## src/design/sdc_defines.svh

```systemverilog
// Register map, field positions, reset values and timing counts of the stepper drive control
// Operation
// Up to 64 microsteps per electrical period
// Three-bit load angle refreshed every full step
// Custom current table replaces sine when enabled
// Mixed decay pulses aux transistor in second half
// Mixed decay off while disable bit set
// Controller keeps mixed decay off when slow; the code has no speed check and pulses aux at every speed
// Standstill applies auto hold percent of coil current
// Manual hold bits apply manual hold percent
// Clear edge deletes target, beats load
// Load edge copies target words into target
// Target acknowledge bit confirms load or clear
// Path control travels to 32-bit target autonomously
// Count sensor pulses on digital input two
// Display bit shows position error in data
// Pulse factor is microsteps times steps per pulses
// Error is position minus pulses times factor
// Microsteps per full step is two to size
// No start offset or sensor delay compensation
// Coil current loop updates at 25 kHz
`ifndef SDC_DEFINES_SVH
`define SDC_DEFINES_SVH
`define SDC_REG_CTRL 5'h00
`define SDC_REG_STAT_BYTE 5'h01
`define SDC_REG_STAT_WORD 5'h02
`define SDC_REG_TGT_LO 5'h03
`define SDC_REG_TGT_HI 5'h04
`define SDC_REG_FEATURE 5'h05
`define SDC_REG_FULL_STEPS 5'h06
`define SDC_REG_PPR 5'h07
`define SDC_REG_QPS 5'h08
`define SDC_REG_HOLD 5'h09
`define SDC_REG_VEL 5'h0A
`define SDC_REG_ACC 5'h0B
`define SDC_REG_DATA_IN 5'h0C
`define SDC_REG_POS 5'h0D
`define SDC_REG_IRQ_STAT 5'h0E
`define SDC_REG_IRQ_MASK 5'h0F
`define SDC_REG_TABLE_BIT 4
`define SDC_CW_POS_ERR 7
`define SDC_CW_MD_DIS 9
`define SDC_CW_TGT_LOAD 10
`define SDC_CW_HOLD 11
`define SDC_CW_TGT_CLR 13
`define SDC_CB_ENABLE 16
`define SDC_CB_HOLD 19
`define SDC_SW_TGT_ACK 2
`define SDC_SB_LA_LSB 1
`define SDC_FEAT_CUSTOM 7
`define SDC_IRQ_ACK 0
`define SDC_IRQ_STEP 1
`define SDC_IRQ_PULSE 2
`define SDC_RST_FULL_STEPS 16'h00C8
`define SDC_RST_PPR 16'h0001
`define SDC_RST_QPS 3'h4
`define SDC_RST_HOLD_AUTO 8'h32
`define SDC_RST_HOLD_MAN 8'h32
`define SDC_RST_VEL 16'h0100
`define SDC_RST_ACC 16'h0400
`define SDC_PCT_FULL 8'h64
`define SDC_QPS_MAX 3'h4
`define SDC_QUARTER_STEPS 6'h10
`define SDC_CLK_HZ 40000000
`define SDC_CTRL_RATE_HZ 25000
`define SDC_CTRL_TICKS (`SDC_CLK_HZ / `SDC_CTRL_RATE_HZ)
`endif

```

## src/design/sdc_pkg.sv

```systemverilog
// Types shared by the stepper drive control
package sdc_pkg;
   typedef enum logic [1:0] {
      SDC_IDLE = 2'b00,
      SDC_RUN = 2'b01
   } sdc_motion_type;
   typedef struct packed {
      logic signed [8:0] a;
      logic signed [8:0] b;
   } sdc_coil_type;
endpackage

```

## src/design/sdc_top.sv

```systemverilog
// Stepper drive control: register slave, path control, current shaping, position error
`timescale 1ns/1ps
`include "sdc_defines.svh"
module sdc_top #(
   parameter int CTRL_TICKS = `SDC_CTRL_TICKS,
   parameter int TABLE_DEPTH = 16
) (
   input wire logic i_clk,
   input wire logic i_rst_n,
   input wire logic i_ce,
   input wire logic i_wb_cyc,
   input wire logic i_wb_stb,
   input wire logic i_wb_we,
   input wire logic [6:0] i_wb_adr,
   input wire logic [31:0] i_wb_dat,
   input wire logic [3:0] i_wb_sel,
   output logic [31:0] o_wb_dat,
   output logic o_wb_ack,
   input wire logic i_sensor_in,
   input wire logic [2:0] i_load_angle,
   output sdc_pkg::sdc_coil_type o_coil,
   output logic o_aux_drive,
   output logic o_bridge_en,
   output logic o_irq
);
   function automatic logic [31:0] merge(input logic [31:0] old, input logic [31:0] nw, input logic [3:0] sel);
      logic [31:0] r;
      r = old;
      for (int i = 0; i < 4; i++) begin
         if (sel[i]) begin
            r[8*i +: 8] = nw[8*i +: 8];
         end
      end
      return r;
   endfunction

   function automatic logic [7:0] sine_rom(input logic [3:0] i);
      case (i)
         4'h0: sine_rom = 8'h0D;
         4'h1: sine_rom = 8'h25;
         4'h2: sine_rom = 8'h3E;
         4'h3: sine_rom = 8'h56;
         4'h4: sine_rom = 8'h6D;
         4'h5: sine_rom = 8'h83;
         4'h6: sine_rom = 8'h98;
         4'h7: sine_rom = 8'hAB;
         4'h8: sine_rom = 8'hBD;
         4'h9: sine_rom = 8'hCD;
         4'hA: sine_rom = 8'hDB;
         4'hB: sine_rom = 8'hE7;
         4'hC: sine_rom = 8'hF0;
         4'hD: sine_rom = 8'hF7;
         4'hE: sine_rom = 8'hFC;
         default: sine_rom = 8'hFF;
      endcase
   endfunction

   // Index into the quarter table for a phase; odd quadrants run backwards
   function automatic logic [3:0] quarter_idx(input logic [5:0] ph);
      return ph[4] ? ~ph[3:0] : ph[3:0];
   endfunction

   logic [23:0] ctrl;
   logic [15:0] tgt_lo, tgt_hi, feature, full_steps, ppr, vel_period, acc_period;
   logic [2:0] qps;
   logic [7:0] hold_auto, hold_man;
   logic [2:0] irq_stat, irq_mask;
   logic [7:0] cur_table [TABLE_DEPTH];
   logic [31:0] rd_data, wr_word;
   logic signed [31:0] pos, target, pos_err;
   logic [31:0] pulse_cnt;
   logic [20:0] pulse_factor;
   logic tgt_ack, ld_prev, clr_prev;
   logic [2:0] load_angle;
   logic sens_s1, sens_s2, sens_s3;
   logic [2:0] la_s1, la_s2;
   sdc_pkg::sdc_motion_type motion;
   logic [15:0] step_cnt, cur_period;
   logic [5:0] phase;
   logic [10:0] tick_cnt;
   logic ctrl_tick;

   wire req = i_wb_cyc & i_wb_stb;
   wire commit = req & o_wb_ack;
   wire wr = commit & i_wb_we;
   wire [4:0] widx = i_wb_adr[6:2];
   wire tbl_sel = widx[`SDC_REG_TABLE_BIT];
   assign wr_word = merge(rd_data, i_wb_dat, i_wb_sel);

   always_ff @(posedge i_clk or negedge i_rst_n) begin
      if (!i_rst_n) begin
         o_wb_ack <= 1'b0;
         o_wb_dat <= 32'h0000_0000;
      end else if (i_ce) begin
         o_wb_ack <= req & ~o_wb_ack;
         if (req & ~o_wb_ack) begin
            o_wb_dat <= rd_data;
         end
      end
   end

   always_comb begin
      rd_data = 32'h0000_0000;
      if (tbl_sel) begin
         rd_data = {24'h00_0000, cur_table[widx[3:0]]};
      end else begin
         case (widx)
            `SDC_REG_CTRL: rd_data = {8'h00, ctrl};
            `SDC_REG_STAT_BYTE: rd_data = {28'h000_0000, load_angle, 1'b0};
            `SDC_REG_STAT_WORD: rd_data = {29'h0000_0000, tgt_ack, 2'h0};
            `SDC_REG_TGT_LO: rd_data = {16'h0000, tgt_lo};
            `SDC_REG_TGT_HI: rd_data = {16'h0000, tgt_hi};
            `SDC_REG_FEATURE: rd_data = {16'h0000, feature};
            `SDC_REG_FULL_STEPS: rd_data = {16'h0000, full_steps};
            `SDC_REG_PPR: rd_data = {16'h0000, ppr};
            `SDC_REG_QPS: rd_data = {29'h0000_0000, qps};
            `SDC_REG_HOLD: rd_data = {16'h0000, hold_man, hold_auto};
            `SDC_REG_VEL: rd_data = {16'h0000, vel_period};
            `SDC_REG_ACC: rd_data = {16'h0000, acc_period};
            // Error replaces position while display bit is set
            `SDC_REG_DATA_IN: rd_data = ctrl[`SDC_CW_POS_ERR] ? pos_err : pos;
            `SDC_REG_POS: rd_data = target;
            `SDC_REG_IRQ_STAT: rd_data = {29'h0000_0000, irq_stat};
            `SDC_REG_IRQ_MASK: rd_data = {29'h0000_0000, irq_mask};
            default: rd_data = 32'h0000_0000;
         endcase
      end
   end

   always_ff @(posedge i_clk or negedge i_rst_n) begin
      if (!i_rst_n) begin
         ctrl <= 24'h00_0000;
         tgt_lo <= 16'h0000;
         tgt_hi <= 16'h0000;
         feature <= 16'h0000;
         full_steps <= `SDC_RST_FULL_STEPS;
         ppr <= `SDC_RST_PPR;
         qps <= `SDC_RST_QPS;
         hold_auto <= `SDC_RST_HOLD_AUTO;
         hold_man <= `SDC_RST_HOLD_MAN;
         vel_period <= `SDC_RST_VEL;
         acc_period <= `SDC_RST_ACC;
         irq_mask <= 3'h0;
      end else if (i_ce && wr && !tbl_sel) begin
         case (widx)
            `SDC_REG_CTRL: ctrl <= wr_word[23:0];
            `SDC_REG_TGT_LO: tgt_lo <= wr_word[15:0];
            `SDC_REG_TGT_HI: tgt_hi <= wr_word[15:0];
            `SDC_REG_FEATURE: feature <= wr_word[15:0];
            `SDC_REG_FULL_STEPS: full_steps <= wr_word[15:0];
            `SDC_REG_PPR: ppr <= wr_word[15:0];
            // Beyond 16 microsteps per full step the 64-step period has no finer resolution
            `SDC_REG_QPS: qps <= (wr_word[2:0] > `SDC_QPS_MAX) ? `SDC_QPS_MAX : wr_word[2:0];
            `SDC_REG_HOLD: {hold_man, hold_auto} <= wr_word[15:0];
            `SDC_REG_VEL: vel_period <= wr_word[15:0];
            `SDC_REG_ACC: acc_period <= wr_word[15:0];
            `SDC_REG_IRQ_MASK: irq_mask <= wr_word[2:0];
            default: ;
         endcase
      end
   end

   always_ff @(posedge i_clk or negedge i_rst_n) begin
      if (!i_rst_n) begin
         for (int i = 0; i < TABLE_DEPTH; i++) begin
            cur_table[i] <= sine_rom(4'(i));
         end
      end else if (i_ce && wr && tbl_sel) begin
         cur_table[widx[3:0]] <= wr_word[7:0];
      end
   end

   // Sensor and load angle come from pins
   always_ff @(posedge i_clk or negedge i_rst_n) begin
      if (!i_rst_n) begin
         {sens_s1, sens_s2, sens_s3} <= 3'h0;
         la_s1 <= 3'h0;
         la_s2 <= 3'h0;
      end else if (i_ce) begin
         {sens_s1, sens_s2, sens_s3} <= {i_sensor_in, sens_s1, sens_s2};
         la_s1 <= i_load_angle;
         la_s2 <= la_s1;
      end
   end
   wire sens_rise = sens_s2 & ~sens_s3;

   // Target load and clear
   wire ld_rise = ctrl[`SDC_CW_TGT_LOAD] & ~ld_prev;
   wire clr_rise = ctrl[`SDC_CW_TGT_CLR] & ~clr_prev;
   always_ff @(posedge i_clk or negedge i_rst_n) begin
      if (!i_rst_n) begin
         ld_prev <= 1'b0;
         clr_prev <= 1'b0;
         target <= 32'sh0000_0000;
         tgt_ack <= 1'b0;
      end else if (i_ce) begin
         ld_prev <= ctrl[`SDC_CW_TGT_LOAD];
         clr_prev <= ctrl[`SDC_CW_TGT_CLR];
         if (clr_rise) begin
            target <= pos;
         end else if (ld_rise) begin
            target <= {tgt_hi, tgt_lo};
         end
         // Acknowledge holds until both command bits return low
         if (clr_rise || ld_rise) begin
            tgt_ack <= 1'b1;
         end else if (!ctrl[`SDC_CW_TGT_LOAD] && !ctrl[`SDC_CW_TGT_CLR]) begin
            tgt_ack <= 1'b0;
         end
      end
   end

   // Path control with a linear period ramp from the acceleration start period
   wire enabled = ctrl[`SDC_CB_ENABLE];
   wire dir_up = target > pos;
   wire [5:0] step_inc = `SDC_QUARTER_STEPS >> qps;
   wire step_now = (motion == sdc_pkg::SDC_RUN) && (step_cnt == 16'h0000);
   wire [5:0] next_phase = dir_up ? phase + step_inc : phase - step_inc;
   wire full_step = step_now && (next_phase[3:0] == 4'h0);
   always_ff @(posedge i_clk or negedge i_rst_n) begin
      if (!i_rst_n) begin
         motion <= sdc_pkg::SDC_IDLE;
         pos <= 32'sh0000_0000;
         phase <= 6'h00;
         step_cnt <= 16'h0000;
         cur_period <= 16'h0000;
      end else if (i_ce) begin
         case (motion)
            sdc_pkg::SDC_IDLE: begin
               if (enabled && pos != target) begin
                  motion <= sdc_pkg::SDC_RUN;
                  cur_period <= acc_period;
                  step_cnt <= acc_period;
               end
            end
            sdc_pkg::SDC_RUN: begin
               if (!enabled || pos == target) begin
                  motion <= sdc_pkg::SDC_IDLE;
               end else if (step_now) begin
                  pos <= dir_up ? pos + 32'sd1 : pos - 32'sd1;
                  phase <= next_phase;
                  cur_period <= (cur_period > vel_period) ? cur_period - 16'h0001 : vel_period;
                  step_cnt <= (cur_period > vel_period) ? cur_period - 16'h0001 : vel_period;
               end else begin
                  step_cnt <= step_cnt - 16'h0001;
               end
            end
            default: motion <= sdc_pkg::SDC_IDLE;
         endcase
      end
   end

   always_ff @(posedge i_clk or negedge i_rst_n) begin
      if (!i_rst_n) begin
         load_angle <= 3'h0;
      end else if (i_ce && full_step) begin
         load_angle <= la_s2;
      end
   end

   // Current loop rate
   always_ff @(posedge i_clk or negedge i_rst_n) begin
      if (!i_rst_n) begin
         tick_cnt <= 11'h000;
         ctrl_tick <= 1'b0;
      end else if (i_ce) begin
         ctrl_tick <= (tick_cnt == 11'(CTRL_TICKS - 1));
         tick_cnt <= (tick_cnt == 11'(CTRL_TICKS - 1)) ? 11'h000 : tick_cnt + 11'h001;
      end
   end

   // Current percentage: manual beats automatic, which applies only at standstill
   logic [7:0] pct;
   always_comb begin
      if (ctrl[`SDC_CB_HOLD] || ctrl[`SDC_CW_HOLD]) begin
         pct = hold_man;
      end else if (motion != sdc_pkg::SDC_RUN) begin
         pct = hold_auto;
      end else begin
         pct = `SDC_PCT_FULL;
      end
   end

   wire custom = feature[`SDC_FEAT_CUSTOM];
   wire [5:0] phase_b = phase + `SDC_QUARTER_STEPS;
   wire [7:0] mag_a = custom ? cur_table[quarter_idx(phase)] : sine_rom(quarter_idx(phase));
   wire [7:0] mag_b = custom ? cur_table[quarter_idx(phase_b)] : sine_rom(quarter_idx(phase_b));
   // Scaled by the current percentage pct out of 100, full scale 255
   wire [15:0] amp_a = 16'(mag_a * pct) / 16'h0064;
   wire [15:0] amp_b = 16'(mag_b * pct) / 16'h0064;
   always_ff @(posedge i_clk or negedge i_rst_n) begin
      if (!i_rst_n) begin
         o_coil <= '0;
         o_bridge_en <= 1'b0;
      end else if (i_ce) begin
         o_bridge_en <= enabled;
         if (ctrl_tick) begin
            o_coil.a <= phase[5] ? -$signed({1'b0, amp_a[7:0]}) : $signed({1'b0, amp_a[7:0]});
            o_coil.b <= phase_b[5] ? -$signed({1'b0, amp_b[7:0]}) : $signed({1'b0, amp_b[7:0]});
         end
      end
   end

   // Mixed decay; position may shift a few microsteps when it is turned off
   wire second_half = (motion == sdc_pkg::SDC_RUN) && (step_cnt < (cur_period >> 1));
   wire md_active = enabled && !ctrl[`SDC_CW_MD_DIS];
   always_ff @(posedge i_clk or negedge i_rst_n) begin
      if (!i_rst_n) begin
         o_aux_drive <= 1'b0;
      end else if (i_ce) begin
         o_aux_drive <= md_active && second_half && tick_cnt[3];
      end
   end

   // Pulse factor by serial division
   logic [20:0] div_num, div_quo;
   logic [15:0] div_rem;
   logic [4:0] div_cnt;
   wire [20:0] ms_steps = 21'({5'h00, full_steps} << qps);
   wire [16:0] rem_sh = {div_rem, div_num[20]};
   always_ff @(posedge i_clk or negedge i_rst_n) begin
      if (!i_rst_n) begin
         div_num <= 21'h00_0000;
         div_quo <= 21'h00_0000;
         div_rem <= 16'h0000;
         div_cnt <= 5'h00;
         pulse_factor <= 21'h00_0000;
      end else if (i_ce) begin
         if (div_cnt == 5'h00) begin
            pulse_factor <= (ppr == 16'h0000) ? 21'h00_0000 : div_quo;
            div_num <= ms_steps;
            div_rem <= 16'h0000;
            div_quo <= 21'h00_0000;
            div_cnt <= 5'h15;
         end else begin
            div_num <= {div_num[19:0], 1'b0};
            if (rem_sh >= {1'b0, ppr}) begin
               div_rem <= 16'(rem_sh - {1'b0, ppr});
               div_quo <= {div_quo[19:0], 1'b1};
            end else begin
               div_rem <= rem_sh[15:0];
               div_quo <= {div_quo[19:0], 1'b0};
            end
            div_cnt <= div_cnt - 5'h01;
         end
      end
   end

   always_ff @(posedge i_clk or negedge i_rst_n) begin
      if (!i_rst_n) begin
         pulse_cnt <= 32'h0000_0000;
         pos_err <= 32'sh0000_0000;
      end else if (i_ce) begin
         if (sens_rise) begin
            pulse_cnt <= pulse_cnt + 32'h0000_0001;
         end
         // Raw difference: start offset and switching delay stay in the result
         pos_err <= pos - $signed(32'(pulse_cnt * pulse_factor));
      end
   end

   // Events are sticky, a read of the status clears; a new event wins
   wire [2:0] irq_evt = {sens_rise, full_step, clr_rise | ld_rise};
   wire irq_rd = commit && !i_wb_we && !tbl_sel && widx == `SDC_REG_IRQ_STAT;
   always_ff @(posedge i_clk or negedge i_rst_n) begin
      if (!i_rst_n) begin
         irq_stat <= 3'h0;
         o_irq <= 1'b0;
      end else if (i_ce) begin
         irq_stat <= (irq_rd ? 3'h0 : irq_stat) | irq_evt;
         o_irq <= |(irq_stat & irq_mask);
      end
   end
endmodule

```

## config.mk

```make
export PLATFORM = sky130hd
export DESIGN_NAME = sdc_top
export DESIGN_NICKNAME = d
export VERILOG_FILES = /design/src/design/sdc_pkg.sv /design/src/design/sdc_top.sv
export VERILOG_INCLUDE_DIRS = /design/src /design/src/design
export SDC_FILE = /design/constraint.sdc
export NUM_CORES = 2
export LEC_CHECK = 0
export BUFFER_PORTS_ARGS = -buffer_cell sky130_fd_sc_hd__buf_2
export CAP_MARGIN = 20
export CELL_PAD_IN_SITES_DETAIL_PLACEMENT = 2
export CELL_PAD_IN_SITES_GLOBAL_PLACEMENT = 2
export CORE_ASPECT_RATIO = 0.5
export CORE_MARGIN = 5
export CORE_UTILIZATION = 42
export DETAILED_ROUTE_END_ITERATION = 10
export PLACE_DENSITY_LB_ADDON = 0.1
export SLEW_MARGIN = 10
export SYNTH_ARGS = -nofsm -noshare
export SYNTH_HDL_FRONTEND = slang
export SYNTH_SLANG_ARGS = --single-unit
```

## constraint.sdc

```tcl
create_clock -name i_clk -period 14.1 [get_ports i_clk]
set_input_delay 0.705 -clock i_clk [delete_from_list [all_inputs] [get_ports i_clk]]
set_output_delay 0.705 -clock i_clk [all_outputs]
set_load 0.05 [all_outputs]
```

# Yosys cells after proc, flatten, opt, wreduce, memory -nomap -nowiden
# Memory sizes are Yosys's and may differ from the RTL's.
# Index checks and enable logic that the tools add are counted.
# word_totals
latchBits,0
wordCells,245
n_memories,2
rom_bits,256
in_bits,53
ram_bits,0
regBits,622
# memory_table
name,words,width,rd,rd_clocked_by_memory_dff,wr,line_no,rtl
(name not given),16,8,1,0,0,sdc_top.sv:38,case (i)
(name not given),16,8,1,0,0,sdc_top.sv:38,
# op_classes
n_div,2
muxes,53
shifts,2
multipliers,3
reduce_logical,56
order_cmp,9
n_addsub,14
bitwise,20
eq_ne,24
# ops
op,n
$pmux W32 S16,1
$mux W32,5
$bwmux W128,1
$mux W16,8
$mux W8,14
$bmux W8 S4,3
$pmux W16 S2,2
$mux W21,3
$eq A5 B4 Y1 const B,8
$reduce_and A2 Y1,17
$add A32 B1 Y32 const B,1
$add A32 B2 Y32 const B,1
$demux W8 S4,1
$div A16 B7 Y16 const B,2
$eq A32 B32 Y1,1
$gt A32 B32 Y1,1
$logic_not A16 Y1,2
$mul A32 B21 Y32,1
$mul A8 B8 Y16,2
$ne A32 B32 Y1,1
$sub A16 B1 Y16 const B,2
$sub A32 B2 Y32 const B,1
$sub A32 B32 Y32,1
$shl A16 B3 Y21,1
48 further kinds,103

# Longest topological paths before layout
# depth
depth_word,12
depth_mapped,54
depth_no_buf,48

# Worst setup path after synthesis
# OpenSTA, ideal clock, no wires.
# synth_path
path_type,reg-to-reg
start,register phase[4]
end,register o_coil[6] (netlist bit)
stages_incl_launch_ff,49
arrival_ns,12.881
setup_ns,0.135
slack_ns,1.084
n_path_buf,5
required_ns,13.965
period_less_slack_ns,13.016
path_cell_list,dfrtp_1 clkbuf_1 xor2_1 inv_1 clkbuf_1 buf_1 mux4_2 mux4_2 mux2i_1 nor2_1 fa_1 inv_1 fa_1 inv_1 fa_1 inv_1 fa_1 inv_1 [13 not listed] buf_6 or3_1 and2_4 o32a_1 a2111oi_1 nor3b_2 a221oi_4 mux2i_1 a211oi_2 o41ai_1 a21oi_1 and4b_4 a21oi_1 ha_1 and2_1 a31oi_1 xnor2_1 o21ai_0
# synth_via
elab_chain_cells,11
elab_cells_between_ends,12
classes_between,2 x add/sub; 1 x mul; 1 x div; 6 x mux; 1 x bitwise; 1 x memory
# synth_rtl
item,line_no,rtl
start: declaration,sdc_top.sv:79,logic [5:0] phase;
start signal: assignment,sdc_top.sv:241,phase <= next_phase;
$add A6 B5 Y6 (no source line) *,-,
$mux W4,sdc_top.sv:60,return ph[4] ? ~ph[3:0] : ph[3:0];
$not A4 Y5 (not written as such),sdc_top.sv:287,wire [7:0] mag_b = custom ? cur_table[quarter_idx(phase_b)] : sine_rom(quarter_idx(phase_b));
$bmux W8 S4,sdc_top.sv:287,
$mux W8 (not written as such) (2 in series),sdc_top.sv:287,
$mux W8,sdc_top.sv:287,
$mul A8 B8 Y16,sdc_top.sv:290,wire [15:0] amp_b = 16'(mag_b * pct) / 16'h0064;
$div A16 B7 Y16,sdc_top.sv:290,
$neg A8 Y9,sdc_top.sv:299,"o_coil.b <= phase_b[5] ? -$signed({1'b0, amp_b[7:0]}) : $signed({1'b0, amp_b[7:0]});"
$mux W9 *,sdc_top.sv:299,
end: declaration,sdc_top.sv:21,"output sdc_pkg::sdc_coil_type o_coil,"
# Mark *: on every way between the ends. The rest lies on a longest branch, timed or not. The select of a mux whose other input is x is not followed.
# A chain may end at the register's enable or synchronous reset.

# Final worst setup path
# layout_path
start,register phase[4]
end,register o_coil[15] (netlist bit)
# layout_via
elab_chain_cells,10
elab_cells_between_ends,11
classes_between,1 x add/sub; 1 x mul; 1 x div; 6 x mux; 1 x bitwise; 1 x memory
# layout_rtl
item,line_no,rtl
$mux W4 *,sdc_top.sv:60,
$not A4 Y5 (not written as such),sdc_top.sv:286,wire [7:0] mag_a = custom ? cur_table[quarter_idx(phase)] : sine_rom(quarter_idx(phase));
$bmux W8 S4,sdc_top.sv:286,
$mux W8 (not written as such) (2 in series),sdc_top.sv:286,
$mux W8 *,sdc_top.sv:286,
$mul A8 B8 Y16 *,sdc_top.sv:289,wire [15:0] amp_a = 16'(mag_a * pct) / 16'h0064;
$div A16 B7 Y16 *,sdc_top.sv:289,
$neg A8 Y9,sdc_top.sv:298,"o_coil.a <= phase[5] ? -$signed({1'b0, amp_a[7:0]}) : $signed({1'b0, amp_a[7:0]});"
$mux W9 *,sdc_top.sv:298,
# Marks and branches as above.

==> results.cfg <==
[synthesis]
synth.area.mux_share_pct = 8.10
synth-edff-count = 0
synth_compound_area_share_pct = 15.8
synth_top_family_by_area = adder cells
yosysTopAreaCell = dfrtp_1
synth.avg_cell_area_um2 = 9.21
yosys_warnings = 0
synthesis.nets = 6994
ys_seq_elements = 621
yosysMostFrequentCell = nand2_1
synth_commonest_cells = 907 x nand2_1, 557 x inv_1, 529 x dfrtp_1
synth_top_cell_area_share_pct = 23.2
synth_top_flop_cell = dfrtp_1
synthAdderAreaFrac_pct = 23.0
synth_area_leaders = dfrtp_1 23%, fa_1 17%, ha_1 6.3%
synth_cell_type_count = 135
ys_seq_area_share_pct = 27.5
synth_area_mm2 = 0.0569
async_flop_share_pct = 100
synthCells = 6182
synth-simple-area-share_pct = 15.7
synth_xor_area_share_pct = 3.88

[routing]
postRouteAntennaNets = 0
dr.pass1.iters = 6
vias_per_cell = 6.01
routedWlPerCell_um = 26.8
drt_iter0_drc = 3569
drc = 0
wirelength_um = 215000
routed-via-count = 48293

[critical_path]
cp-start-kind = flip-flop
rrSetupSlack_ns = 0.67
endpoint_kind = flip-flop
max_stage_delay_ns = 0.56
worst-path-max-fanout = 32
crit_path_top_delay_cell = fa_1
path_class = flip-flop to flip-flop
crit_top_cell = fa_1
reg2regPathDepth = 47
worstPathRequired_ns = 14.68
r2r_start = phase[4]
arrival_ns = 14.01
rr_endpoint = o_coil[15]

[floorplan]
die-area_mm2 = 0.144
fp.dieW_um = 531
die_h_um = 270
start_util_pct = 42.4
io_pins = 107
rows = 95
coreArea_mm2 = 0.134

[timing]
finalHoldViolCount = 0
drv_slew = 0
finClkSkew_ns = 0.0470
max_freq_ghz = 0.0745
worst_pin_slew_ns = 1.30
finalSetupViolations = 0
setup_tns_ns = 0
min_period_ns = 13.43
maxSlewHeadroom_pct = 12.6
hold_slack_ns = 0.00551
finalCritPeriodShare_pct = 95.3

[placed_design]
place_hpwl_um = 163000
port_buffers = 95
place.gp.congestion = 0.885

[global_route]
grt_overflow_total = 0
track_usage_pct = 30.0
antenna_found_initial = 10
grt_pass1_wl_um = 335000
grt_pass1_vias = 54500
grt_max_degree = 150

[job]
cap_violations = 0

[clock_tree]
cts_root_buf = clkbuf_16
cts_buffers = 67
cts_max_path_buffers = 3
cts_sinks = 621
cts_hold_buf = 0
cts_max_level = 3
clkLatencyLatePin_ns = 0.71
cts_tree = yes
clk_pin_slew_worst_paths_ns = 0.06

[finish]
syn2layout_area_growth_pct = 10.1
drive_gt1_share_pct = 14.5
fillers = 14379
nets = 6989

[run_status]
status = complete, no violations

[min_path]
holdCritPathClass = input pin to asynchronous set/reset pin
==> stage by stage <==
| stage | util, % | instances | setup WS (ns) | instance area [um2] |
|---|---|---|---|---|
| after floorplan | - | 6182 | 1.08 | 56900 |
| after global placement | 44.5 | 7883 | 0.454 | 59900 |
| after detailed placement | 44.5 | 7884 | -0.100 | 59900 |
| after CTS | 46.3 | 8007 | 0.119 | 62200 |
| after global routing | 46.6 | 8025 | -0.0830 | 62700 |
| final | 46.7 | 8029 | 0.670 | 62700 |
==> routing by layer <==
layer  part of all wire [%]  track usage (%)  vias up
met5                  0.020                0        -
met4                    2.2             6.38        6
met3                    5.3             4.47      258
met2                     46             48.6     1131
met1                     46             42.6    25811
li1                       -                -    21087
==> worst max-delay path: cells and delay by family, from the launching register on <==
kind            cells  cell delay (ns)
xor+xnor            3             0.68
fa+ha+maj           6             2.85
simple gates       10             2.50
buf+inv             7             1.06
compound gates     19             4.81
mux                 2             0.88
flops               1             0.48
==> worst max path at each step <==
stage	from	endpoint	slack [ns]
2_1_floorplan	phase[4]	o_coil[6]	1.08
5_1_grt	phase[4]	o_coil[6]	-0.08
3_5_place_dp	phase[4]	o_coil[15]	-0.10
6_report	phase[4]	o_coil[15]	0.67
3_3_place_gp	phase[4]	o_coil[15]	0.45
4_1_cts	phase[4]	o_coil[6]	0.12
==> final cells by class <==
type | count | area [um2] | area share [%]
flip-flops and latches | 621 | 15700 | 25.0
clock inverters | 31 | 373 | 0.595
diodes | 4 | 10.0 | 0.0160
multi-input cells | 4642 | 38300 | 61.1
well taps | 1794 | 2240 | 3.58
repair buffers | 287 | 2120 | 3.39
clock buffers | 92 | 1910 | 3.05
inverters | 558 | 2090 | 3.34
==> layout by cell type (no fill, tap or decap), types with 92 or more instances in the layout <==
master,Yosys,layout
a21oi_1,333,318
and2_1,170,170
buf_2,10,93
buf_4,2,180
dfrtp_1,529,527
dfstp_2,92,92
fa_1,472,472
ha_1,287,287
inv_1,557,555
mux2_2,93,93
mux4_2,125,125
nand2_1,907,906
nor2_1,457,451
o21ai_0,412,411
xnor2_1,181,177
==> registers in the layout (all words and copies together), names as in the netlist, 11 cells and up <==
| register | flops |
|---|---|
| o_wb_dat | 32 |
| div_num | 21 |
| tgt_lo | 16 |
| step_cnt | 16 |
| pos_err | 32 |
| pulse_factor | 21 |
| full_steps | 16 |
| tgt_hi | 16 |
| pos | 32 |
| cur_period | 16 |
| pulse_cnt | 32 |
| div_quo | 21 |
| vel_period | 16 |
| cur_table | 128 |
| ctrl | 24 |
| div_rem | 16 |
| target | 32 |
| ppr | 16 |
| acc_period | 16 |
| tick_cnt | 11 |
| o_coil | 18 |
| feature | 16 |
==> kinds of logic (layout without fill, tap and decap cells) <==
family,after synthesis,after routing
compound gates,1365,1365
mux,291,291
other cells,0,4
simple gates,1976,1976
buf+inv,919,968
flops,621,621
xor+xnor,248,248
fa+ha+maj,762,762
==> what timing repair did <==
| item | CTS | global route |
|---|---|---|
| endpoints found under the hold margin | 0 | 0 |
| endpoints found under the setup margin | 6 | 17 |
| pin swaps | 0 | 7 |
| buffers inserted | 0 | 11 |
| gates resized for setup | 4 | 42 |
| cloned | 0 | 0 |
Power is left out: the tool's default activity adds up to more than one toggle a clock period on the data nets, which glitch-free logic cannot reach.
